## src/common/alarm_relay_pkg.sv

```systemverilog
// constants, field layouts and carrier types of the alarm and relay block
// assumes one 100 MHz clock shared by the reading source and the register port
package alarm_relay_pkg;

  localparam int DATA_W   = 24;
  localparam int ADDR_W   = 8;
  localparam int BUS_W    = 32;
  localparam int LIN_FRAC = 12;
  localparam int N_IN     = 2;
  localparam int N_RELAY  = 2;

  // per input block, input B sits at IN_STRIDE above input A
  localparam logic [ADDR_W-1:0] IN_STRIDE  = 8'h20;
  localparam logic [2:0]        SUB_CFG    = 3'h0;
  localparam logic [2:0]        SUB_LOSP   = 3'h1;
  localparam logic [2:0]        SUB_HISP   = 3'h2;
  localparam logic [2:0]        SUB_DBAND  = 3'h3;
  localparam logic [2:0]        SUB_SLOPE  = 3'h4;
  localparam logic [2:0]        SUB_OFFSET = 3'h5;
  localparam logic [2:0]        SUB_VALUE  = 3'h6;
  localparam logic [ADDR_W-1:0] REG_RELAY  = 8'h40;
  localparam logic [ADDR_W-1:0] REG_AUDIO  = 8'h44;
  localparam logic [ADDR_W-1:0] REG_CLEAR  = 8'h48;
  localparam logic [ADDR_W-1:0] REG_STATUS = 8'h4c;

  // input config fields
  localparam int CFG_W        = 11;
  localparam int CFG_EN       = 0;
  localparam int CFG_LATCH    = 1;
  localparam int CFG_SRC      = 2;
  localparam int CFG_FILT     = 4;
  localparam int CFG_SHIFT    = 5;
  localparam int CFG_LINEQ    = 8;
  localparam int CFG_LINX     = 9;
  localparam logic [CFG_W-1:0]  CFG_RST    = 11'h000;
  localparam logic [7:0]        RELAY_RST  = 8'h00;
  localparam logic [DATA_W-1:0] VAL_RST    = 24'h000000;
  localparam logic [DATA_W-1:0] SLOPE_RST  = 24'h001000;

  // status word fields
  localparam int ST_LOW    = 0;
  localparam int ST_HIGH   = 2;
  localparam int ST_RELAY  = 4;
  localparam int ST_BEEP   = 6;
  localparam int ST_LAMP   = 7;

  // annunciator flash half period
  localparam int CLK_MHZ        = 100;
  localparam int FLASH_HALF_MS  = 500;
  localparam int FLASH_HALF_CYC = FLASH_HALF_MS * 1000 * CLK_MHZ;

  typedef enum logic [1:0] {SRC_CELSIUS, SRC_KELVIN, SRC_LINEAR, SRC_SENSOR} src_e;
  typedef enum logic [1:0] {LX_CELSIUS, LX_KELVIN, LX_SENSOR, LX_SPARE} lin_x_e;
  typedef enum logic [1:0] {RLY_OFF, RLY_ON, RLY_FOLLOW_A, RLY_FOLLOW_B} relay_mode_e;
  typedef enum logic [1:0] {FN_LOW, FN_HIGH, FN_BOTH, FN_SPARE} relay_fn_e;

  typedef struct packed {
    logic signed [DATA_W-1:0] celsius;
    logic signed [DATA_W-1:0] kelvin;
    logic signed [DATA_W-1:0] sensor;
  } reading_s;

endpackage

```

## src/design/alarm_relay_logic.sv

```systemverilog
// alarm comparison, annunciator, beeper and two-relay routing
// assumes readings and their valid strobes come from logic on clk
`timescale 1ns/1ns
`default_nettype none

//////////////////////////////////////////////////////////////////////////////
// Contract
// separate low and high alarm, own setpoints
// high alarm when reading exceeds high setpoint
// low alarm when reading below low setpoint
// lamp steady if enabled, flashing if active
// lamp uses both inputs, displayed or not
// beeper on active alarm if audible set
// latched alarm held until clear request
// non-latching alarm follows reading with hysteresis
// high releases at setpoint minus dead band
// low releases at setpoint plus dead band
// disabled input raises no alarms
// alarm source: celsius, kelvin, linear, sensor
// per-input latching select
// two relays: off, on, follow A, B
// forced off holds relay inactive
// forced on holds relay active
// following relay uses low, high, both select
// both: relay on for either alarm
// low or high only: that alarm alone
// relay two identical, independently configured
// filtered readings feed alarms when enabled
// linear: slope times reading plus offset variants
// reset clears alarms, relays inactive
// cleared alarm re-asserts on next reading
module alarm_relay_logic
  import alarm_relay_pkg::*;
#(
  parameter int FLASH_HALF = FLASH_HALF_CYC
)(
  // clock and reset
  input  wire logic              clk,
  input  wire logic              sys_rst,
  // register port
  input  wire logic [ADDR_W-1:0] regAddr,
  input  wire logic [BUS_W-1:0]  regWdata,
  input  wire logic              regWr,
  input  wire logic              regRd,
  output logic      [BUS_W-1:0]  regRdata,
  // sensor readings
  input  wire reading_s          sensorRead [N_IN],
  input  wire logic [N_IN-1:0]   readValid,
  // alarm outputs
  output logic      [N_IN-1:0]   alarmLow,
  output logic      [N_IN-1:0]   alarmHigh,
  output logic                   alarmLamp,
  output logic                   beeper,
  // relay drive
  output logic  [N_RELAY-1:0]    relayOn
);

  //////////////////////////////////////////////////////////////////////////////
  // configuration registers

  logic        [CFG_W-1:0]  cfg_r    [N_IN];
  logic signed [DATA_W-1:0] loSp_r   [N_IN];
  logic signed [DATA_W-1:0] hiSp_r   [N_IN];
  logic signed [DATA_W-1:0] dband_r  [N_IN];
  logic signed [DATA_W-1:0] slope_r  [N_IN];
  logic signed [DATA_W-1:0] offset_r [N_IN];
  logic signed [DATA_W-1:0] val_r    [N_IN];
  logic        [7:0]        relayCfg_r;
  logic                     audible_r;
  logic                     clearReq;
  logic                     inSel;
  logic        [2:0]        subSel;
  logic                     inHit;
  logic        [BUS_W-1:0]  rdNxt;
  logic        [BUS_W-1:0]  statusWord;
  logic        [BUS_W-1:0]  rdata_r;

  assign inSel  = regAddr[5];
  assign subSel = regAddr[4:2];
  assign inHit  = (regAddr[ADDR_W-1:6] == 2'b00) && (regAddr[1:0] == 2'b00);

  // alarm-key action: one write pulse clears every latched alarm
  assign clearReq = regWr && (regAddr == REG_CLEAR) && regWdata[0];

  always_ff @(posedge clk or posedge sys_rst)
  begin
    if (sys_rst)
    begin
      for (int i = 0; i < N_IN; i++)
      begin
        cfg_r[i]    <= CFG_RST;
        loSp_r[i]   <= VAL_RST;
        hiSp_r[i]   <= VAL_RST;
        dband_r[i]  <= VAL_RST;
        slope_r[i]  <= SLOPE_RST;
        offset_r[i] <= VAL_RST;
      end
    end
    else if (regWr && inHit)
    begin
      // own setpoints per input
      case (subSel)
        SUB_CFG:    cfg_r[inSel]    <= regWdata[CFG_W-1:0];
        SUB_LOSP:   loSp_r[inSel]   <= regWdata[DATA_W-1:0];
        SUB_HISP:   hiSp_r[inSel]   <= regWdata[DATA_W-1:0];
        SUB_DBAND:  dband_r[inSel]  <= regWdata[DATA_W-1:0];
        SUB_SLOPE:  slope_r[inSel]  <= regWdata[DATA_W-1:0];
        SUB_OFFSET: offset_r[inSel] <= regWdata[DATA_W-1:0];
        default:    ;
      endcase
    end
  end

  always_ff @(posedge clk or posedge sys_rst)
  begin
    if (sys_rst)
    begin
      relayCfg_r <= RELAY_RST;
      audible_r  <= 1'b0;
    end
    else if (regWr)
    begin
      if (regAddr == REG_RELAY)
      begin
        relayCfg_r <= regWdata[7:0];
      end
      // one audible setting for all alarms
      if (regAddr == REG_AUDIO)
      begin
        audible_r <= regWdata[0];
      end
    end
  end

  assign statusWord = {{(BUS_W-8){1'b0}}, alarmLamp, beeper, relayOn, alarmHigh, alarmLow};

  always_comb
  begin
    rdNxt = '0;
    if (inHit)
    begin
      case (subSel)
        SUB_CFG:    rdNxt = {{(BUS_W-CFG_W){1'b0}}, cfg_r[inSel]};
        SUB_LOSP:   rdNxt = BUS_W'(loSp_r[inSel]);
        SUB_HISP:   rdNxt = BUS_W'(hiSp_r[inSel]);
        SUB_DBAND:  rdNxt = BUS_W'(dband_r[inSel]);
        SUB_SLOPE:  rdNxt = BUS_W'(slope_r[inSel]);
        SUB_OFFSET: rdNxt = BUS_W'(offset_r[inSel]);
        SUB_VALUE:  rdNxt = BUS_W'(val_r[inSel]);
        default:    rdNxt = '0;
      endcase
    end
    else if (regAddr == REG_RELAY)
    begin
      rdNxt = {{(BUS_W-8){1'b0}}, relayCfg_r};
    end
    else if (regAddr == REG_AUDIO)
    begin
      rdNxt = {{(BUS_W-1){1'b0}}, audible_r};
    end
    else if (regAddr == REG_STATUS)
    begin
      rdNxt = statusWord;
    end
  end

  // read data stand for one cycle only, zero otherwise
  always_ff @(posedge clk or posedge sys_rst)
  begin
    if (sys_rst)
    begin
      rdata_r <= '0;
    end
    else
    begin
      rdata_r <= regRd ? rdNxt : '0;
    end
  end

  assign regRdata = rdata_r;

  //////////////////////////////////////////////////////////////////////////////
  // per input reading path and alarm state

  logic [N_IN-1:0] upd_r;
  logic [N_IN-1:0] primed_r;
  logic [N_IN-1:0] lo_r;
  logic [N_IN-1:0] hi_r;

  for (genvar g = 0; g < N_IN; g++)
  begin : gIn
    logic signed [DATA_W-1:0]   linX;
    logic signed [DATA_W:0]     linOpnd;
    logic signed [2*DATA_W:0]   linProd;
    logic signed [2*DATA_W:0]   linShift;
    logic signed [DATA_W-1:0]   linVal;
    logic signed [DATA_W-1:0]   rawVal;
    logic signed [DATA_W:0]     diff;
    logic signed [DATA_W:0]     step;
    logic        [2:0]          shamt;
    logic signed [DATA_W:0]     cur;
    logic signed [DATA_W:0]     hiTrip;
    logic signed [DATA_W:0]     hiHold;
    logic signed [DATA_W:0]     loTrip;
    logic signed [DATA_W:0]     loHold;
    logic                       hiCond;
    logic                       loCond;
    logic                       en;
    logic                       latch;

    assign en    = cfg_r[g][CFG_EN];
    assign latch = cfg_r[g][CFG_LATCH];

    always_comb
    begin
      case (lin_x_e'(cfg_r[g][CFG_LINX +: 2]))
        LX_CELSIUS: linX = sensorRead[g].celsius;
        LX_KELVIN:  linX = sensorRead[g].kelvin;
        default:    linX = sensorRead[g].sensor;
      endcase
    end

    // equation select: offset added before or after scaling
    assign linOpnd  = cfg_r[g][CFG_LINEQ] ? (DATA_W+1)'(linX) + (DATA_W+1)'(offset_r[g])
                                          : (DATA_W+1)'(linX);
    assign linProd  = (2*DATA_W+1)'(slope_r[g]) * (2*DATA_W+1)'(linOpnd);
    assign linShift = linProd >>> LIN_FRAC;
    // wraps on overflow; slope and offset are expected to keep the result in range
    assign linVal   = cfg_r[g][CFG_LINEQ] ? linShift[DATA_W-1:0]
                                          : linShift[DATA_W-1:0] + offset_r[g];

    // alarm source select
    always_comb
    begin
      case (src_e'(cfg_r[g][CFG_SRC +: 2]))
        SRC_CELSIUS: rawVal = sensorRead[g].celsius;
        SRC_KELVIN:  rawVal = sensorRead[g].kelvin;
        SRC_LINEAR:  rawVal = linVal;
        default:     rawVal = sensorRead[g].sensor;
      endcase
    end

    // running average keeps the update rate; shift 0 behaves as 1
    assign shamt = (cfg_r[g][CFG_SHIFT +: 3] == 3'h0) ? 3'h1 : cfg_r[g][CFG_SHIFT +: 3];
    assign diff  = (DATA_W+1)'(rawVal) - (DATA_W+1)'(val_r[g]);
    assign step  = diff >>> shamt;

    // filtered value drives the alarms
    always_ff @(posedge clk or posedge sys_rst)
    begin
      if (sys_rst)
      begin
        val_r[g]    <= VAL_RST;
        primed_r[g] <= 1'b0;
        upd_r[g]    <= 1'b0;
      end
      else
      begin
        upd_r[g] <= readValid[g];
        if (readValid[g])
        begin
          primed_r[g] <= cfg_r[g][CFG_FILT];
          if (cfg_r[g][CFG_FILT] && primed_r[g])
          begin
            val_r[g] <= val_r[g] + step[DATA_W-1:0];
          end
          else
          begin
            val_r[g] <= rawVal;
          end
        end
      end
    end

    // one extra bit so setpoint plus dead band cannot wrap
    assign cur    = (DATA_W+1)'(val_r[g]);
    assign hiTrip = (DATA_W+1)'(hiSp_r[g]);
    assign loTrip = (DATA_W+1)'(loSp_r[g]);
    // high release threshold
    assign hiHold = hiTrip - (DATA_W+1)'(dband_r[g]);
    // low release threshold
    assign loHold = loTrip + (DATA_W+1)'(dband_r[g]);
    // above high setpoint, held above release point
    assign hiCond = hi_r[g] ? (cur > hiHold) : (cur > hiTrip);
    // below low setpoint, held below release point
    assign loCond = lo_r[g] ? (cur < loHold) : (cur < loTrip);

    always_ff @(posedge clk or posedge sys_rst)
    begin
      // alarms start cleared
      if (sys_rst)
      begin
        hi_r[g] <= 1'b0;
        lo_r[g] <= 1'b0;
      end
      // disabled input holds no alarms
      else if (!en)
      begin
        hi_r[g] <= 1'b0;
        lo_r[g] <= 1'b0;
      end
      else if (upd_r[g])
      begin
        // latch select
        if (latch)
        begin
          // held until cleared; a new trip beats a same-cycle clear
          hi_r[g] <= (hi_r[g] && !clearReq) || hiCond;
          lo_r[g] <= (lo_r[g] && !clearReq) || loCond;
        end
        else
        begin
          // follows the reading
          hi_r[g] <= hiCond;
          lo_r[g] <= loCond;
        end
      end
      // cleared here, next reading sets it again if still met
      else if (clearReq && latch)
      begin
        hi_r[g] <= 1'b0;
        lo_r[g] <= 1'b0;
      end
    end
  end

  assign alarmLow  = lo_r;
  assign alarmHigh = hi_r;

  //////////////////////////////////////////////////////////////////////////////
  // annunciator and beeper

  logic [31:0] flashCnt_r;
  logic        flash_r;
  logic        lamp_r;
  logic        beep_r;
  logic        anyEn;
  logic        anyAct;

  // both inputs count, no display dependency
  always_comb
  begin
    anyEn  = 1'b0;
    anyAct = 1'b0;
    for (int i = 0; i < N_IN; i++)
    begin
      anyEn  = anyEn | cfg_r[i][CFG_EN];
      anyAct = anyAct | lo_r[i] | hi_r[i];
    end
  end

  always_ff @(posedge clk or posedge sys_rst)
  begin
    if (sys_rst)
    begin
      flashCnt_r <= '0;
      flash_r    <= 1'b0;
    end
    else if (flashCnt_r >= 32'(FLASH_HALF - 1))
    begin
      flashCnt_r <= '0;
      flash_r    <= !flash_r;
    end
    else
    begin
      flashCnt_r <= flashCnt_r + 32'h00000001;
    end
  end

  always_ff @(posedge clk or posedge sys_rst)
  begin
    if (sys_rst)
    begin
      lamp_r <= 1'b0;
      beep_r <= 1'b0;
    end
    else
    begin
      // steady when enabled, flashing when active
      lamp_r <= anyEn && (anyAct ? flash_r : 1'b1);
      // beeper gated by audible setting
      beep_r <= audible_r && anyAct;
    end
  end

  assign alarmLamp = lamp_r;
  assign beeper    = beep_r;

  //////////////////////////////////////////////////////////////////////////////
  // relays

  logic [N_RELAY-1:0] relay_r;

  // every relay built from the same logic, own field pair
  for (genvar r = 0; r < N_RELAY; r++)
  begin : gRelay
    relay_mode_e mode;
    relay_fn_e   fn;
    logic        followLo;
    logic        followHi;
    logic        drive;

    assign mode = relay_mode_e'(relayCfg_r[4*r +: 2]);
    assign fn   = relay_fn_e'(relayCfg_r[4*r+2 +: 2]);

    always_comb
    begin
      followLo = 1'b0;
      followHi = 1'b0;
      drive    = 1'b0;
      // mode select
      case (mode)
        RLY_FOLLOW_A:
        begin
          followLo = lo_r[0];
          followHi = hi_r[0];
        end
        RLY_FOLLOW_B:
        begin
          followLo = lo_r[1];
          followHi = hi_r[1];
        end
        default:
        begin
          followLo = 1'b0;
          followHi = 1'b0;
        end
      endcase
      case (mode)
        // forced off
        RLY_OFF: drive = 1'b0;
        // forced on
        RLY_ON:  drive = 1'b1;
        default:
        begin
          // function select on followed input
          case (fn)
            // single alarm only
            FN_LOW:  drive = followLo;
            FN_HIGH: drive = followHi;
            // either alarm
            default: drive = followLo | followHi;
          endcase
        end
      endcase
    end

    always_ff @(posedge clk or posedge sys_rst)
    begin
      // relays inactive from reset
      if (sys_rst)
      begin
        relay_r[r] <= 1'b0;
      end
      else
      begin
        relay_r[r] <= drive;
      end
    end
  end

  assign relayOn = relay_r;

endmodule

`default_nettype wire

```

## config.mk

```make
export PLATFORM = sky130hd
export DESIGN_NAME = alarm_relay_logic
export DESIGN_NICKNAME = d
export VERILOG_FILES = /design/src/common/alarm_relay_pkg.sv /design/src/design/alarm_relay_logic.sv
export SDC_FILE = /design/constraint.sdc
export NUM_CORES = 2
export LEC_CHECK = 0
export BUFFER_PORTS_ARGS = -buffer_cell sky130_fd_sc_hd__buf_2
export CAP_MARGIN = 20
export CORE_ASPECT_RATIO = 0.5
export CORE_MARGIN = 1
export CORE_UTILIZATION = 45
export CTS_CLUSTER_SIZE = 10
export DETAILED_ROUTE_END_ITERATION = 10
export PLACE_DENSITY_LB_ADDON = 0.12
export SLEW_MARGIN = 20
export SYNTH_ARGS = -nofsm -noshare
export SYNTH_HDL_FRONTEND = slang
export SYNTH_SLANG_ARGS = --single-unit
```

## constraint.sdc

```tcl
create_clock -name clk -period 40 [get_ports clk]
set_input_delay 2 -clock clk [delete_from_list [all_inputs] [get_ports clk]]
set_output_delay 2 -clock clk [all_outputs]
set_load 0.005 [all_outputs]
```

==> results_dict.tcl <==
set metrics [dict create \
    status "completed" \
    post_cts.repair.setup_buffers 0 \
    slew_headroom 0.276 \
    groute.usage.overall 0.289 \
    post_synth_num_cell_types 91 \
    met2RoutedLength_um 110000 \
    top_layer "met4" \
    antenna_violations_before_repair 11 \
    timing.clock.skew_ns 0.0427 \
    synth_seq_area_share 0.134 \
    syn_area_um2 72500 \
    grt-ovfl-total 0 \
    slew_viol_final 0 \
    vias 57100 \
    ioPinCount 230 \
    cts.sinks 388 \
    wl_per_cell_um 22.3 \
    count_of_cells_along_the_worst_register_to_register_path 66 \
    design.core.area_um2 159000 \
    syn_to_final_growth_pct 7.06 \
    share_of_total_power_in_combinational_logic 0.656 \
    max-cap-violations 0 \
    layout.cells.most_common_list "inv_1, fa_1, ha_1" \
    crit-reg2reg-capture "gIn[0].cur[23]$_DFFE_PP0P_" \
    final_area_um2 77600 \
    grt_start_max_net_pins 108 \
    wirelength_met1_um 103000 \
    critical_path_required_ns 40.49 \
    path_clk_slew_ns 0.06 \
    hpwl_um 185000 \
    final_layout_size_suffix_gt1_frac 0.106 \
    initial_utilization 0.456 \
    setup_tns_ns 0 \
    ctsHoldBuffers 0 \
    cpMostUsedCell "fa_1" \
    postPlaceCellArea_um2 76000 \
    core.rowCount 103 \
    synth_cells 8178 \
    vias_in_the_first_global_route 58300 \
    detail_route.wirelength_um 232000 \
    finalSetupViolCount 0 \
    cts_inserted_buffers 49 \
    max_clock_freq_mhz 52.3 \
    cts_max_path_buffers 3 \
    root_buffer "clkbuf_16" \
    power.internal_mw 1.38 \
    grt_setup_unrepaired "false" \
    switching_share 0.479 \
    pwr-share-seq 0.177 \
    cp_max_fo 24 \
    worst_skew_pair.late_latency_ns 0.64 \
    clock_power_share 0.167 \
    synth_async_sr_flop_share 1.00 \
    cpPeakStageDelay_ns 0.74 \
    finish.utilization 0.489 \
    die_height_um 286 \
    worst_ir_drop_vdd_v 0.0000288 \
    number_of_nets_with_antenna_violations_after_routing 0 \
    startpoint_type "input port" \
    regToRegStartpoint "cfg_r[20]$_DFFE_PP0P_" \
    cp-end-kind "flop" \
    route.detailed.vias_per_inst 5.48 \
    drtPass1Iterations 6 \
    place.detailed.instances 10300 \
    timing.final.crit_share 0.478 \
    initialDrtViolationCount 3899 \
    met3_wirelength_um 10300 \
    time_the_worst_path_needs_with_i_o_delays_and_setup_ns 19.12 \
    post-route-drc-count 0 \
    hold_viol_final 0 \
    syn-mean-instance-area_um2 8.86 \
    power-per-cell-area_nw_per_um2 34.1 \
    worstMarginPinSlew_ns 1.07 \
    tritoncts "built" \
    ys.flop_type "dfrtp_1" \
    final_weighted_congestion_of_routability_driven_global_placement 0.947 \
    timing.reg2reg.setup_slack_ns 21.38 \
    final_net_count 10100 \
    synth_enable_flop_cells 0 \
    design.die.area_um2 163000 \
    critPathLaunch "sensorRead[96]" \
    netSwitchingPower_mw 1.27 \
    post_cts.resized_instances 0 \
    place.port_buffers 221 \
    yosys_warnings 0 \
    leading_cell_type_in_the_layout_fill_and_taps_excluded "inv_1" \
    post_route_total_power_mw 2.64 \
    die_x_um 570 \
    ys_seq_elements 388 \
    min_path_type "reg2reg" \
    path_class "in2reg" \
    endpoint "gIn[0].cur[23]$_DFFE_PP0P_" \
    post_layout_nonfiller_instances 10400 \
    worst_path_max_delay_cell "xnor2_1" \
    critPathArrivalTime_ns 19.62 \
    grt_first_pass_wirelength_um 356000 \
    cellLeakagePower_nw 37.6 \
    cts.htree.levels 2 \
]
-- worst min path at each step --
stage	cells past startpoint	start	slack, ns	end
floorplan	1	flash_r$_DFFE_PP0N_	0.44	flash_r$_DFFE_PP0N_
global placement	2	flashCnt_r[25]$_DFF_PP0_	0.48	flashCnt_r[25]$_DFF_PP0_
detailed placement	2	flashCnt_r[25]$_DFF_PP0_	0.48	flashCnt_r[25]$_DFF_PP0_
CTS	2	flashCnt_r[25]$_DFF_PP0_	0.50	flashCnt_r[25]$_DFF_PP0_
global route	1	slope_r[11]$_DFFE_PP0P_	0.52	slope_r[11]$_DFFE_PP0P_
finish	1	flashCnt_r[0]$_DFF_PP0_	0.49	flashCnt_r[0]$_DFF_PP0_
-- critical path: cells and delay by family --
family	cells	cell delay, ns
buffers and inverters	7	0.70
AOI/OAI and AO/OA	24	6.19
xor gates and xnor gates	6	2.14
muxes	4	1.33
and+or+nand+nor	12	1.93
adders and majority gates	13	5.27
-- power by group through the flow --
stage	Clock (mW)	Combinational, mW	Sequential (mW)
detailed placement	0	1.73	0.473
global placement	0	1.73	0.473
finish	0.441	1.74	0.468
CTS	0.449	1.75	0.466
floorplan	0	1.25	0.444
global route	0.463	1.94	0.470
-- Yosys cell counts, types with 76 or more instances --
cell type | number | area (um2)
nand2_1 | 701 | 2630
xor2_1 | 111 | 972
nor2b_1 | 203 | 1270
a21oi_1 | 380 | 1900
ha_1 | 725 | 9070
nand2b_1 | 133 | 832
nor3_1 | 76 | 380
inv_1 | 1465 | 5500
o21ai_0 | 314 | 1570
mux2_2 | 299 | 3370
and2_1 | 435 | 2720
nor2_1 | 341 | 1280
clkbuf_1 | 320 | 1200
xnor2_1 | 244 | 2140
dfrtp_1 | 386 | 9660
a21o_1 | 114 | 856
mux2i_1 | 197 | 1970
fa_1 | 926 | 18500
-- stage by stage --
stage          setup slack (ns)  hold slack [ns]
3_5_place_dp              19.99            0.482
4_1_cts                   20.57            0.496
6_report                  20.88            0.488
5_1_grt                   19.91            0.516
2_1_floorplan             23.58            0.443
3_3_place_gp              20.17            0.478
-- logic make-up after synthesis --
group           Yosys count  share of synthesized area
mux                     547                     0.0895
buf+inv                1841                     0.0959
xor+xnor                359                     0.0441
fa+ha+maj              1651                      0.381
flops                   388                      0.134
simple gates           2093                      0.143
compound gates         1298                      0.113
other cells               1                  0.0000517
-- layer usage --
metal,up-vias,global-route usage
li1,26500,-
met3,262,0.0246
met4,0,0.0878
met2,1266,0.491
met1,29100,0.391
met5,-,0
-- cell type report --
cell class | instances | area, um2
Timing Repair Buffer | 363 | 2180
Multi-Input combinational cell | 5954 | 55900
Inverter | 1468 | 5520
Clock inverter | 12 | 136
Tap cell | 2152 | 2690
Clock buffer | 72 | 1400
Antenna cell | 2 | 5.00
Sequential cell | 388 | 9720
Fill cell | 15500 | 81200
-- state kept, by name, summed over array words and instances (netlist names), 22 cells and up --
register,flops
gIn.loTrip,48
dband_r,48
gIn.hiTrip,48
slope_r,48
flashCnt_r,32
gIn.cur,48
cfg_r,22
regRdata,24
offset_r,48
Note: power is estimated with default switching activity, not from simulation.
